===== src/power_state_pkg.sv =====
/*
 * power_state_pkg: shared types and constants for the drive power-state
 * controller. Assumes a single 250 MHz clock domain.
 */
package power_state_pkg;

  // power consumption states, 2-bit encoding reported to the host
  typedef enum logic [1:0] {
    PWR_ACTIVE,
    PWR_IDLE,
    PWR_STANDBY,
    PWR_SLEEP
  } power_state_e;

  // command classes decoded by the host command front end
  typedef enum logic [2:0] {
    CMD_IDLE,
    CMD_IDLE_IMMEDIATE,
    CMD_STANDBY,
    CMD_STANDBY_IMMEDIATE,
    CMD_SLEEP,
    CMD_CHECK_POWER_MODE,
    CMD_MEDIA,
    CMD_NON_MEDIA
  } cmd_kind_e;

  // one host command offered to the controller
  typedef struct packed {
    logic valid;
    cmd_kind_e kind;
  } host_cmd_s;

  // result handed back for an accepted or ignored command
  typedef struct packed {
    logic done;
    logic ignored;
    power_state_e state;
  } cmd_resp_s;

  // drive power gating outputs
  typedef struct packed {
    logic voice_coil_driver_on;
    logic spindle_on;
  } power_gate_s;

  localparam int TIMER_WIDTH = 32;
  localparam logic [TIMER_WIDTH-1:0] TIMER_RESET = 32'h0000_0000;
  // spin-up delay before a media command may run from standby
  localparam int SPINUP_NS = 1000;
  localparam int CLK_PERIOD_NS = 4;
  localparam int SPINUP_CYCLES =
      (SPINUP_NS + CLK_PERIOD_NS - 1) / CLK_PERIOD_NS;
  // voice-coil reload delay before a media command may run from idle
  localparam int LOAD_NS = 200;
  localparam int LOAD_CYCLES = (LOAD_NS + CLK_PERIOD_NS - 1) / CLK_PERIOD_NS;
  localparam int WAKE_WIDTH = 16;

endpackage : power_state_pkg


===== src/inactivity_timer.sv =====
/*
 * inactivity_timer: automatic power-down counter.
 * Assumes restart and run come from logic on the same clock.
 */
`timescale 1ns/1ns
module inactivity_timer #(
  parameter int WIDTH = 32
) (
  // clock and reset
  input wire logic clk_in,
  input wire logic reset_n_in,
  // control
  input wire logic enable_in,
  input wire logic restart_in,
  input wire logic run_in,
  input wire logic [WIDTH-1:0] limit_in,
  // status
  output logic expired_out
);

  logic [WIDTH-1:0] count_q;
  logic [WIDTH-1:0] count_d;
  logic at_limit;

  assign at_limit = (count_q >= limit_in);
  assign count_d = (restart_in || !run_in || !enable_in) ? '0 :
                   at_limit ? count_q : count_q + 1'b1;

  always_ff @(posedge clk_in or negedge reset_n_in) begin
    if (!reset_n_in) begin
      count_q <= '0;
      expired_out <= 1'b0;
    end else begin
      count_q <= count_d;
      // a pending restart wins over an expiry in the same cycle
      expired_out <= enable_in && run_in && !restart_in && at_limit &&
                     (limit_in != '0);
    end
  end

endmodule : inactivity_timer


===== src/drive_power_state_controller.sv =====
/*
 * drive_power_state_controller: tracks active, idle, standby and sleep
 * for an ATA disk drive and gates the voice-coil driver and spindle.
 * Assumes a command front end on the same clock decodes host commands
 * into command classes and holds a command until done is pulsed.
 * Reset pins (hardware and software) arrive from outside the clock
 * domain and are synchronised here.
 * A reset event during a media wake drops that command without done;
 * the front end must offer it again. State, gates and status come
 * from registers; ready is combinational on registered state and is
 * low while done stands, so a held command is never taken twice.
 */
`timescale 1ns/1ns

// Operation
// - exactly four power states: active, idle, standby, sleep
// - active powers every circuit; media commands run without delay
// - power-on completion enters active
// - media command in idle or standby moves to active, then runs
// - in active, reset, query, media or non-media command stays active
// - idle turns off voice-coil driver; media commands take longer
// - idle or idle immediate from active or standby enters idle
// - in idle, reset, idle commands, non-media commands stay idle
// - standby turns off voice-coil driver and stops the spindle
// - media command in standby waits longer than in active or idle
// - standby commands from active or idle enter standby
// - enabled power-down timer expiry enters standby
// - in standby, reset, standby commands, query, non-media stay
// - sleep command enters sleep, the minimum-power state
// - sleep leaves only to standby, only on hardware/software reset
// - sleep ignores every command until a reset
// - six power commands are recognised
module drive_power_state_controller #(
  parameter int TIMER_W = power_state_pkg::TIMER_WIDTH,
  parameter int SPINUP_CNT = power_state_pkg::SPINUP_CYCLES,
  parameter int LOAD_CNT = power_state_pkg::LOAD_CYCLES
) (
  // clock and reset
  input wire logic clk_in,
  input wire logic reset_n_in,
  // reset and power-on events from the pins
  input wire logic power_on_done_in,
  input wire logic hard_reset_n_in,
  input wire logic soft_reset_in,
  // host command
  input wire power_state_pkg::host_cmd_s cmd_in,
  output logic cmd_ready_out,
  output power_state_pkg::cmd_resp_s resp_out,
  // automatic power-down
  input wire logic autopd_enable_in,
  input wire logic [TIMER_W-1:0] autopd_limit_in,
  // power gating and status
  output power_state_pkg::power_gate_s gate_out,
  output power_state_pkg::power_state_e state_out,
  output logic powered_up_out
);

  import power_state_pkg::*;

  //////////////////////////////////////////////////////////////////////
  // pin synchronisers
  // two flops per pin; only the second stage feeds any logic
  logic [1:0] pon_sync_q;
  logic [1:0] hrst_sync_q;
  logic [1:0] srst_sync_q;

  always_ff @(posedge clk_in or negedge reset_n_in) begin
    if (!reset_n_in) begin
      pon_sync_q <= 2'h0;
      hrst_sync_q <= 2'h0;
      srst_sync_q <= 2'h0;
    end else begin
      pon_sync_q <= {pon_sync_q[0], power_on_done_in};
      hrst_sync_q <= {hrst_sync_q[0], ~hard_reset_n_in};
      srst_sync_q <= {srst_sync_q[0], soft_reset_in};
    end
  end

  // edge detect on the synchronised levels only
  logic hrst_prev_q;
  logic srst_prev_q;
  logic pon_prev_q;
  // prev flops reset low, the idle level of each synchronised signal: no false edge after reset
  wire pon_rise = pon_sync_q[1] && !pon_prev_q;
  wire hrst_event = hrst_sync_q[1] && !hrst_prev_q;
  wire srst_event = srst_sync_q[1] && !srst_prev_q;
  // hardware and software resets act alike on the power state
  wire any_reset = hrst_event || srst_event;

  always_ff @(posedge clk_in or negedge reset_n_in) begin
    if (!reset_n_in) begin
      hrst_prev_q <= 1'b0;
      srst_prev_q <= 1'b0;
      pon_prev_q <= 1'b0;
    end else begin
      hrst_prev_q <= hrst_sync_q[1];
      srst_prev_q <= srst_sync_q[1];
      pon_prev_q <= pon_sync_q[1];
    end
  end

  //////////////////////////////////////////////////////////////////////
  // command decode
  typedef enum logic [1:0] {
    SEQ_OFF,
    SEQ_READY,
    SEQ_WAKE
  } seq_e;

  seq_e seq_q;
  seq_e seq_d;
  power_state_e state_q;
  power_state_e state_d;
  logic [WAKE_WIDTH-1:0] wake_q;
  logic [WAKE_WIDTH-1:0] wake_d;
  logic expired;
  logic powered_q;

  // state and sequencer decode
  wire st_active = (state_q == PWR_ACTIVE);
  wire st_idle = (state_q == PWR_IDLE);
  wire st_standby = (state_q == PWR_STANDBY);
  wire st_sleep = (state_q == PWR_SLEEP);
  wire seq_ready = (seq_q == SEQ_READY);
  wire seq_wake = (seq_q == SEQ_WAKE);

  wire is_idle_cmd = (cmd_in.kind == CMD_IDLE) ||
                     (cmd_in.kind == CMD_IDLE_IMMEDIATE);
  wire is_stby_cmd = (cmd_in.kind == CMD_STANDBY) ||
                     (cmd_in.kind == CMD_STANDBY_IMMEDIATE);
  wire is_sleep_cmd = (cmd_in.kind == CMD_SLEEP);
  wire is_query = (cmd_in.kind == CMD_CHECK_POWER_MODE);
  wire is_media = (cmd_in.kind == CMD_MEDIA);

  // media commands from idle or standby must wait for the mechanics
  wire needs_wake = is_media && !st_active;

  // done stands one cycle while the front end still holds the command;
  // refusing in that cycle keeps one command from running twice
  wire resp_busy = resp_out.done;

  // sleep swallows commands; they complete as ignored
  wire in_sleep = st_sleep;
  wire cmd_here = cmd_in.valid && cmd_ready_out;
  wire cmd_accept = cmd_here && !in_sleep && !needs_wake;
  wire cmd_ignore = cmd_here && in_sleep;
  wire wake_start = cmd_here && !in_sleep && needs_wake;
  wire wake_done = seq_wake && (wake_q == '0);
  // expiry only matters while the spindle still turns
  wire expiry_hit = expired && (st_active || st_idle);

  // spindle spin-up costs more than reloading the voice coil
  wire [WAKE_WIDTH-1:0] wake_spinup = WAKE_WIDTH'(SPINUP_CNT - 1);
  wire [WAKE_WIDTH-1:0] wake_load = WAKE_WIDTH'(LOAD_CNT - 1);
  wire [WAKE_WIDTH-1:0] wake_len = st_standby ? wake_spinup :
                                   wake_load;

  assign cmd_ready_out = seq_ready && !any_reset && !resp_busy;

  //////////////////////////////////////////////////////////////////////
  // next-state logic
  always_comb begin
    state_d = state_q;
    seq_d = seq_q;
    wake_d = wake_q;
    case (seq_q)
      SEQ_OFF: begin
        // commands wait and reset events are dropped until power-on completes
        if (pon_rise) begin
          state_d = PWR_ACTIVE;
          seq_d = SEQ_READY;
        end
      end
      SEQ_READY: begin
        if (any_reset) begin
          // reset keeps active, idle, standby; sleep goes to standby
          if (state_q == PWR_SLEEP) begin
            state_d = PWR_STANDBY;
          end
        end else if (wake_start) begin
          seq_d = SEQ_WAKE;
          wake_d = wake_len;
        end else if (cmd_accept) begin
          if (is_sleep_cmd) begin
            state_d = PWR_SLEEP;
          end else if (is_stby_cmd) begin
            state_d = PWR_STANDBY;
          end else if (is_idle_cmd) begin
            state_d = PWR_IDLE;
          end
          // query, non-media and media in active change nothing
        end else if (expiry_hit) begin
          state_d = PWR_STANDBY;
        end
      end
      SEQ_WAKE: begin
        if (any_reset) begin
          // the wake is abandoned; the media command ends without done
          seq_d = SEQ_READY;
        end else if (wake_done) begin
          state_d = PWR_ACTIVE;
          seq_d = SEQ_READY;
        end else begin
          wake_d = wake_q - 1'b1;
        end
      end
      default: begin
        seq_d = SEQ_OFF;
      end
    endcase
  end

  // state starts in standby: nothing spins before power-on completes
  always_ff @(posedge clk_in or negedge reset_n_in) begin
    if (!reset_n_in) begin
      state_q <= PWR_STANDBY;
      seq_q <= SEQ_OFF;
    end else begin
      state_q <= state_d;
      seq_q <= seq_d;
    end
  end

  always_ff @(posedge clk_in or negedge reset_n_in) begin
    if (!reset_n_in) begin
      wake_q <= '0;
    end else begin
      wake_q <= wake_d;
    end
  end

  //////////////////////////////////////////////////////////////////////
  // response: media command after wake completes in active
  // any other command reports the mode it found when it was taken
  wire wake_finish = wake_done && !any_reset;
  cmd_resp_s resp_d;

  always_comb begin
    resp_d.done = cmd_accept || cmd_ignore || wake_finish;
    resp_d.ignored = cmd_ignore;
    resp_d.state = wake_finish ? PWR_ACTIVE : state_q;
  end

  always_ff @(posedge clk_in or negedge reset_n_in) begin
    if (!reset_n_in) begin
      resp_out <= '0;
    end else begin
      resp_out <= resp_d;
    end
  end

  //////////////////////////////////////////////////////////////////////
  // power gating
  wire coil_on = powered_q && st_active;
  wire spin_on = powered_q &&
                 (st_active || st_idle || seq_wake);

  always_ff @(posedge clk_in or negedge reset_n_in) begin
    if (!reset_n_in) begin
      gate_out <= '0;
    end else begin
      gate_out.voice_coil_driver_on <= coil_on;
      gate_out.spindle_on <= spin_on;
    end
  end

  // power-on completion latches until the next reset_n_in
  always_ff @(posedge clk_in or negedge reset_n_in) begin
    if (!reset_n_in) begin
      powered_q <= 1'b0;
    end else if (pon_rise) begin
      powered_q <= 1'b1;
    end
  end

  assign state_out = state_q;
  assign powered_up_out = powered_q;

  //////////////////////////////////////////////////////////////////////
  // automatic power-down timer
  // query does not restart; the timer is held in standby and sleep
  wire restart_cmd = cmd_accept && !is_query;
  wire restart_other = wake_start || any_reset;
  wire timer_restart = restart_cmd || restart_other;
  wire timer_run = seq_ready && (st_active || st_idle);

  inactivity_timer #(
    .WIDTH(TIMER_W)
  ) u_timer (
    .clk_in(clk_in),
    .reset_n_in(reset_n_in),
    .enable_in(autopd_enable_in),
    .restart_in(timer_restart),
    .run_in(timer_run),
    .limit_in(autopd_limit_in),
    .expired_out(expired)
  );

endmodule : drive_power_state_controller


===== config.mk =====
export PLATFORM = sky130hd
export DESIGN_NAME = drive_power_state_controller
export DESIGN_NICKNAME = d
export VERILOG_FILES = /design/src/power_state_pkg.sv /design/src/inactivity_timer.sv /design/src/drive_power_state_controller.sv
export SDC_FILE = /design/constraint.sdc
export NUM_CORES = 1
export LEC_CHECK = 0
export ABC_AREA = 1
export BUFFER_PORTS_ARGS = -buffer_cell sky130_fd_sc_hd__buf_4
export CAP_MARGIN = 25
export CORE_ASPECT_RATIO = 0.5
export CORE_MARGIN = 2
export CORE_UTILIZATION = 55
export DETAILED_ROUTE_END_ITERATION = 6
export PLACE_DENSITY = 0.75
export RECOVER_POWER = 100
export SLEW_MARGIN = 25
export SYNTH_ARGS = -nofsm -noshare
export SYNTH_HDL_FRONTEND = slang
export SYNTH_HIERARCHICAL = 1
export SYNTH_SLANG_ARGS = --single-unit

===== constraint.sdc =====
create_clock -name clk_in -period 5 [get_ports clk_in]
set_input_delay 1 -clock clk_in [delete_from_list [all_inputs] [get_ports clk_in]]
set_output_delay 1 -clock clk_in [all_outputs]
set_load 0.005 [all_outputs]

==> results.toml, run 1 <==
[grt]
grtUsageTotal_pct = 26.0
antenna_found_initial = 0
grt_max_degree = 70
grt.overflow.total = 0
grt_pass1_vias = 4845
grt_pass1_wl_um = 21600

[floorplanning]
ios = 52
die_x_um = 143
rows = 25
die_area_um2 = 10500
die_y_um = 73.5
initial_core_util_pct = 56.5
core-area_um2 = 9420

[routing]
dr.pass1.iters = 5
wl_met2_um = 6000
drtIter0Drc = 267
dr.max_layer_used = "met4"
ant_nets = 0
wl_met1_um = 5530
num_vias = 5004
wl_per_cell_um = 12.8
drc = 0
viasPerCell = 5.23
routed_wl_um = 12300
dr_wl_met3_um = 574

[sta]
finalMaxSlewViolations = 0
period_minus_slack_ns = 3.28
rsz0062_at_grt = "no"
finalHoldViolCount = 0
max_clock_freq_mhz = 305
setup_ws_ns = 1.72
setup_violations = 0
tightestPinTransition_ns = 1.08
slew_headroom_pct = 28.0
finClkSkew_ns = 0.00737
finalCritPeriodShare_pct = 65.6
fin_tns_setup_ns = 0

[placement]
gp_congestion = 0.914
placed_area_um2 = 5750
dp_slack_ns = 1.84
hpwl_um = 9170
io_buffer_count = 51

[synth]
synth_edf_count = 0
synth_flop_cell = "dfrtp_1"
yosysTopAreaCell = "dfrtp_1"
yosys-top-cells-area = "dfrtp_1 (32%), nand2_1 (15%), ha_1 (8.2%), inv_1 (7.3%), nor2_1 (7.3%)"
syn_nets = 850
syn_inst = 773
synth-async-reset-ratio_pct = 100
syn_area_per_cell_um2 = 6.88
ys_types = 38
ys_seq_area_share_pct = 32.5
synth_top_area_share_pct = 32.0
yosys_register_bits = 69
yosys_warnings = 6
synth_area_um2 = 5320

[worst_setup_path]
endpoint_kind = "flip-flop"
worst_setup_path_start_kind = "input port"
path_max_fanout = 33
rr_startpoint = "u_timer/count_q[15]$_DFFE_PN0P_"
arrival_ns = 3.49
required_ns = 5.21
crit_type = "in2reg"
r2r_end = "u_timer/count_q[4]$_DFFE_PN0P_"
r2r_slack_ns = 2.05
rr_worst_depth = 10
crit_end = "u_timer/count_q[4]$_DFFE_PN0P_"
crit_start = "autopd_limit_in[5]"

[power_and_ir_drop]
power.internal_w = 0.00123
leakage_nw = 3.23
max-vdd-ir-drop_mv = 0.200
clkPwrFrac_pct = 39.5
swShare_pct = 29.9
combPwrFrac_pct = 21.5
power.switching_w = 0.000525
p_seq_share_pct = 39.1
p_per_area_nw_per_um2 = 291

[final_layout]
layout.nets = 894
area_growth_pct = 13.4
final_util_pct = 64.0
antenna_cells = 0
stdcell_area_um2 = 6030
drive_gt1_share_pct = 11.2

[hold_path]
hp-class = "reg2reg"

[clock_network]
clk_pin_slew_ns = 0.05
cts_resized = 0
cts_buffers = 9
cts_root_buffer = "clkbuf_16"
cts_tree = "yes"
clk_path_buf_depth = 2
worstSkewPairLatency_ns = 0.33
ctsHtreeMaxLevel = 3
cts_setup_buffers = 0
cts_sinks = 69
hold_buffers = 0

[run]
drv_cap = 0

[run_status]
status = "completed"
kinds of logic (layout without fill, tap and decap cells):
group	after synthesis	after routing	share of synthesized area (%)
simple gates	472	472	40.7
buf+inv	134	183	10.6
flops	69	69	32.5
compound gates	43	43	4.66
fa+ha+maj	35	35	8.24
xor+xnor	20	20	3.30
stage by stage:
step                std cells  hold WS [ns]  power, W
global route              957         0.356   0.00187
finish                    957         0.348   0.00176
floorplan                 773         0.331  0.000938
detailed placement        941         0.337   0.00109
CTS                       957         0.349   0.00179
global placement          941         0.336   0.00107
power groups by stage:
stage / clock network, W / registers (W) / logic [W]
2_1_floorplan: 0 / 0.000685 / 0.000254
3_3_place_gp: 0 / 0.000696 / 0.000379
3_5_place_dp: 0 / 0.000696 / 0.000392
4_1_cts: 0.000705 / 0.000689 / 0.000395
5_1_grt: 0.000733 / 0.000696 / 0.000438
6_report: 0.000693 / 0.000687 / 0.000377
worst min-delay path by stage:
stage | start | endpoint | slack (ns) | cells past startpoint
after global routing | srst_sync_q[0]$_DFF_PN0_ | srst_sync_q[1]$_DFF_PN0_ | 0.36 | 0
after CTS | hrst_sync_q[0]$_DFF_PN0_ | hrst_sync_q[1]$_DFF_PN0_ | 0.35 | 0
final | hrst_sync_q[0]$_DFF_PN0_ | hrst_sync_q[1]$_DFF_PN0_ | 0.35 | 0
after global placement | hrst_sync_q[0]$_DFF_PN0_ | hrst_sync_q[1]$_DFF_PN0_ | 0.34 | 0
after floorplan | hrst_sync_q[0]$_DFF_PN0_ | hrst_sync_q[1]$_DFF_PN0_ | 0.33 | 0
after detailed placement | hrst_sync_q[0]$_DFF_PN0_ | hrst_sync_q[1]$_DFF_PN0_ | 0.34 | 0
cell usage after synthesis, types with 2 or more instances:
cell type and instances:
a21oi_1 16, o21ai_0 16, nor3_1 4, nand4_1 43
inv_2 3, xor2_1 10, nor2_1 103, nand3_1 67
clkbuf_1 4, inv_1 103, xnor2_1 10, o31ai_1 2
buf_2 8, nand2_1 217, dfrtp_1 68, nor2_2 7
buf_6 5, nand2_2 4, a21o_1 3, o21a_1 2
nand2_4 4, ha_1 35, clkinv_1 8, nor4_1 9
nor2_4 9
cell type report:
type	count	area [um^2]
Fill cell	886	3390
Multi-Input combinational cell	570	2980
Sequential cell	69	1730
Inverter	114	428
Timing Repair Buffer	53	394
Clock buffer	12	256
Tap cell	135	169
Clock inverter	4	70.1
flip-flops by register name, summed over array words and instances (netlist names), 2 cells and up:
signal	count
state_out	2
u_timer/count_q	32
pon_sync_q	2
seq_q	2
wake_q	16
gate_out	2
hrst_sync_q	2
resp_out	3
srst_sync_q	2
cells in the final DEF, fill, tap and decap left out, types with 2 or more instances in the layout:
master,count
nor4_1,9
nor3_1,4
inv_2,2
clkbuf_4,13
nor2_1,105
ha_1,35
bufinv_16,2
nand2_4,3
buf_4,39
nand2_1,219
nand3_1,68
dfrtp_1,68
nand4_1,44
nor2_2,6
o21ai_0,16
xnor2_1,10
clkbuf_8,2
inv_1,103
a21o_1,3
clkbuf_16,9
clkbuf_1,2
a21oi_1,16
o21a_1,2
xor2_1,10
o31ai_1,2
nand2_2,3
clkinv_1,9
clkinv_2,2
nor2_4,8
routing by layer:
| metal | global-route usage [%] | up-vias |
|---|---|---|
| met3 | 5.35 | 14 |
| li1 | - | 2568 |
| met5 | 0 | - |
| met1 | 32.5 | 2301 |
| met4 | 8.36 | 0 |
| met2 | 45.8 | 121 |
worst max-delay path, stage by stage:
cell and delay, ns:
clkbuf_1 0.10, inv_1 0.05, ha_1 0.30, a21oi_1 0.16, nor2_1 0.05, nor2_1 0.09, nand2_1 0.06, nand2_1 0.05
nand2_1 0.10, nand2_1 0.81, nand2_4 0.44, nand3_1 0.20, nand2_1 0.06
Power figures use the tool's default switching activity.
==> inputs of run 2 (changes only) <==
- clock period: 5 -> 3.2 ns (I/O delays scaled with it)
==> run 2 against run 1 <==
  * Final area fell by 0.37%
  * Die area stayed put
  * Critical path depth down 6
  * First-iteration DRC count rose by 6.0%
  * Clock power grew 34%
  * Sequential power up 57%
  * Global-route usage decreased by 1.0 points
  * Via count shrank 0.40%
  * The flow now finishes with violations (capacitance limit, slew limit)
  * Register-to-register slack got worse by 1.5 ns
==> results.toml, run 2 (synthesis results as in run 1) <==
[final_layout]
final_util_pct = 63.8
top_regs = "u_timer/count_q x32, wake_q x16, resp_out x3"
final_cell_mix = "nand2_1 (218), nor2_1 (104), inv_1 (103), nand3_1 (68), dfrtp_1 (68)"
area_growth_pct = 13.0
final_common_cell = "nand2_1"
layout.nets = 896
antenna_cells = 0
largest_reg_flops = 32
stdcell_count = 958
drive_gt1_share_pct = 11.5
regMostFlops = "u_timer/count_q"

[grt]
antenna_found_initial = 0
grt_pass1_vias = 4580
grt_max_degree = 70
grtUsageTotal_pct = 25.0
grt.overflow.total = 0
grt_pass1_wl_um = 20600

[floorplanning]
die_x_um = 143
ios = 52
die_area_um2 = 10500
core-area_um2 = 9420
initial_core_util_pct = 56.5
die_y_um = 73.5
rows = 25

[hold_path]
hp-class = "reg2reg"
whs_path_depth = 0

[clock_network]
clk_pin_slew_ns = 0.05
cts_setup_buffers = 0
ctsHtreeMaxLevel = 3
cts_sinks = 69
worstSkewPairLatency_ns = 0.34
cts_buffers = 9
clk_path_buf_depth = 2
cts_resized = 0
cts_tree = "yes"
hold_buffers = 0
cts_root_buffer = "clkbuf_16"

[power_and_ir_drop]
power_w = 0.00260
leakage_nw = 3.22
max-vdd-ir-drop_mv = 0.245
p_per_area_nw_per_um2 = 432

[worst_setup_path]
endpoint_kind = "flip-flop"
cp_num_buf_inv = 1
required_ns = 3.48
crit_path_top_delay_cell = "clkbuf_1"
crit_type = "reg2reg"
worstPathCellList = "nand2_1 -> nand4_1 -> o21ai_0 -> nor2_4 -> clkbuf_1 -> nand4_1 -> nand2_1"
cp_top_family = "simple AND/OR/NAND/NOR gates"
critPathMaxStageDelay_ns = 0.71
arrival_ns = 2.88
rr_worst_depth = 7
cp.depth = 7
path_max_fanout = 22
worst_setup_path_start_kind = "flip-flop"

[sta]
tightestPinTransition_ns = 1.70
setup_violations = 0
finalHoldViolCount = 0
rsz0062_at_grt = "no"
hold_slack_ns = 0.349
slew_headroom_pct = -13.1
period_minus_slack_ns = 2.60
finalCritPeriodShare_pct = 81.3
fin_tns_setup_ns = 0
finalMaxSlewViolations = 70
finClkSkew_ns = 0.0112
max_clock_freq_mhz = 385

[run_status]
violations = "capacitance limit, slew limit"
status = "finished, violations left"

[routing]
viasPerCell = 5.20
ant_nets = 0
dr.pass1.iters = 6
wl_per_cell_um = 12.7
num_vias = 4984
routed_wl_um = 12200
drtIter0Drc = 283
drc = 0

[placement]
dp.cells = 943
hpwl_um = 9180
io_buffer_count = 51
gp_congestion = 0.968

[run]
drv_cap = 1
-- run 2: worst reg2reg max path, cell delays in order (launching register included) --
cell and delay (ns):
dfstp_1 0.69, nand2_1 0.19, nand4_1 0.15, o21ai_0 0.16
nor2_4 0.33, clkbuf_1 0.71, nand4_1 0.19, nand2_1 0.11
-- run 2: final cells by class --
type	count	area (um^2)
fillers	857	3410
multi-input cells	570	3000
flip-flops and latches	69	1730
inverters	114	428
repair buffers	55	404
clock buffers	14	274
well taps	135	169
clock inverters	1	5.00
-- run 2: metal layers --
metal / GRT usage, % / routed length, um
met1: 31.4 / 5550
met2: 43.2 / 5780
met3: 5.48 / 596
met4: 8.80 / 243
met5: 0 / 0
-- run 2: power breakdown --
part,internal (W),total [W],switching (W)
combinational,0.000226,0.000586,0.000360
sequential,0.000979,0.00108,0.0000981
clock,0.000582,0.000932,0.000350
-- run 2: path summary, 6_finish.rpt --
check	start	slack, ns	to
max	state_out[1]$_DFFE_PN1P_	0.60	u_timer/count_q[19]$_DFFE_PN0P_
min	srst_sync_q[0]$_DFF_PN0_	0.35	srst_sync_q[1]$_DFF_PN0_
max reg2reg	state_out[1]$_DFFE_PN1P_	0.60	u_timer/count_q[19]$_DFFE_PN0P_
min reg2reg	srst_sync_q[0]$_DFF_PN0_	0.35	srst_sync_q[1]$_DFF_PN0_
max in group asynchronous	reset_n_in	1.43	gate_out[1]$_DFF_PN0_
min in group asynchronous	reset_n_in	0.69	u_timer/count_q[31]$_DFFE_PN0P_
-- run 2: per-stage QoR --
step / setup WS [ns] / area [um^2]
floorplan: 1.25 / 5320
global placement: 0.701 / 5770
detailed placement: 0.682 / 5770
CTS: 0.949 / 6050
global route: 0.403 / 6010
finish: 0.600 / 6010
==> inputs of run 3 (changes only) <==
- clock period: 3.2 -> 2.6 ns (I/O delays scaled with it)
==> run 3 against run 2 <==
  * The run now ends clean
  * Clock power grew 19%
  * Sequential power grew 23%
  * Worst hold slack lost 0.043 ns
  * Highest routed layer unchanged
  * Clock-buffer cell count shrank 5
  * Critical path depth grew 2
==> results.toml, run 3 (synthesis results as in run 1) <==
[run_status]
status = "completed"

[final_layout]
top_regs = "u_timer/count_q x32, wake_q x16, resp_out x3"
antenna_cells = 0
regMostFlops = "u_timer/count_q"
final_cell_mix = "nand2_1 (217), inv_1 (103), nor2_1 (103), nand3_1 (68), dfrtp_1 (68)"
largest_reg_flops = 32
final_common_cell = "nand2_1"
drive_gt1_share_pct = 12.4
layout.nets = 897
area_growth_pct = 13.2
regArea_um2 = 1730
stdcell_area_um2 = 6020
fill_cells = 877
multi_input_area_um2 = 3010

[clock_network]
cts_buffers = 9
clk_path_buf_depth = 2
cts_resized = 0
cts_tree = "yes"
worstSkewPairLatency_ns = 0.34
clk_pin_slew_ns = 0.06
hold_buffers = 0
ctsHtreeMaxLevel = 3
cts_setup_buffers = 0
cts_sinks = 69
cts_root_buffer = "clkbuf_16"

[placement]
hpwl_um = 9270
io_buffer_count = 51
placed_area_um2 = 5800
gp_congestion = 0.951

[floorplanning]
die_area_um2 = 10500
ios = 52
core-area_um2 = 9420
initial_core_util_pct = 56.5
rows = 25
die_x_um = 143
die_y_um = 73.5

[worst_setup_path]
critPathMaxStageDelay_ns = 0.46
crit_type = "reg2reg"
crit_path_top_delay_cell = "nand4_1"
crit_top_cell = "nand2_1"
required_ns = 2.83
path_max_fanout = 23
cp_top_family = "simple AND/OR/NAND/NOR gates"
worstPathCellList = "inv_2 -> nor2_1 -> nand3_1 -> nor2_4 -> nand4_1 -> nand2_4 -> o21ai_0 -> nand2_1 -> nand2_1"
worst_setup_path_start_kind = "flip-flop"
endpoint_kind = "flip-flop"
cp_num_buf_inv = 1
arrival_ns = 2.57

[power_and_ir_drop]
leakage_nw = 3.22
max-vdd-ir-drop_mv = 0.279
p_per_area_nw_per_um2 = 527

[grt]
grt_max_degree = 52
grtUsageTotal_pct = 25.5
grt_pass1_vias = 4683
antenna_found_initial = 0
grt_pass1_wl_um = 20900
grt.overflow.total = 0

[sta]
setup_violations = 0
max_clock_freq_mhz = 428
finalCritPeriodShare_pct = 89.9
fin_tns_setup_ns = 0
finalHoldViolCount = 0
slew_headroom_pct = 18.9
period_minus_slack_ns = 2.34
rsz0062_at_grt = "no"
finalMaxSlewViolations = 0
tightestPinTransition_ns = 1.22
finClkSkew_ns = 0.00431

[routing]
ant_nets = 0
routed_wl_um = 12200
wl_per_cell_um = 12.7
drc = 0
dr.pass1.iters = 5
viasPerCell = 5.15
num_vias = 4940
drtIter0Drc = 247

[hold_path]
hp-class = "in2reg"

[run]
drv_cap = 0
[run 3: power by group]
part,total [W],switching [W],internal [W]
clock network,0.00111,0.000473,0.000637
logic,0.000736,0.000450,0.000286
registers,0.00133,0.000118,0.00121
[run 3: final timing paths]
path	from	depth (start not counted)	slack, ns	endpoint
setup / recovery	seq_q[0]$_DFFE_PN0P_	9	0.26	wake_q[6]$_DFFE_PN0P_
hold / removal	power_on_done_in	1	0.31	pon_sync_q[0]$_DFF_PN0_
setup reg to reg	seq_q[0]$_DFFE_PN0P_	9	0.26	wake_q[6]$_DFFE_PN0P_
hold reg to reg	pon_sync_q[0]$_DFF_PN0_	0	0.36	pon_sync_q[1]$_DFF_PN0_
max in group asynchronous	reset_n_in	2	0.49	wake_q[5]$_DFFE_PN0P_
min in group asynchronous	reset_n_in	1	0.35	u_timer/count_q[21]$_DFFE_PN0P_
[run 3: layer usage]
metal | vias to the layer above | wire length (um) | global-route usage [%]
met4 | 0 | 170 | 8.14
met3 | 19 | 591 | 6.19
met1 | 2236 | 5610 | 31.0
li1 | 2572 | - | -
met5 | - | 0 | 0
met2 | 113 | 5840 | 45.3
[run 3: stage by stage]
stage	setup slack, ns	hold WS [ns]	std cells	utilization (%)	total power (W)
3_5_place_dp	0.266	0.337	944	61.6	0.00211
2_1_floorplan	0.768	0.224	773	-	0.00180
4_1_cts	0.276	0.0514	960	64.5	0.00323
3_3_place_gp	0.312	0.335	944	61.6	0.00208
6_report	0.263	0.306	960	63.9	0.00317
5_1_grt	0.0697	0.293	960	63.9	0.00337
[run 3: final cells by class]
class	instances	area share, %
multi-input cells	570	50.0
flip-flops and latches	69	28.7
inverters	114	7.11
repair buffers	56	6.94
clock buffers	9	3.74
well taps	135	2.81
clock inverters	7	0.707
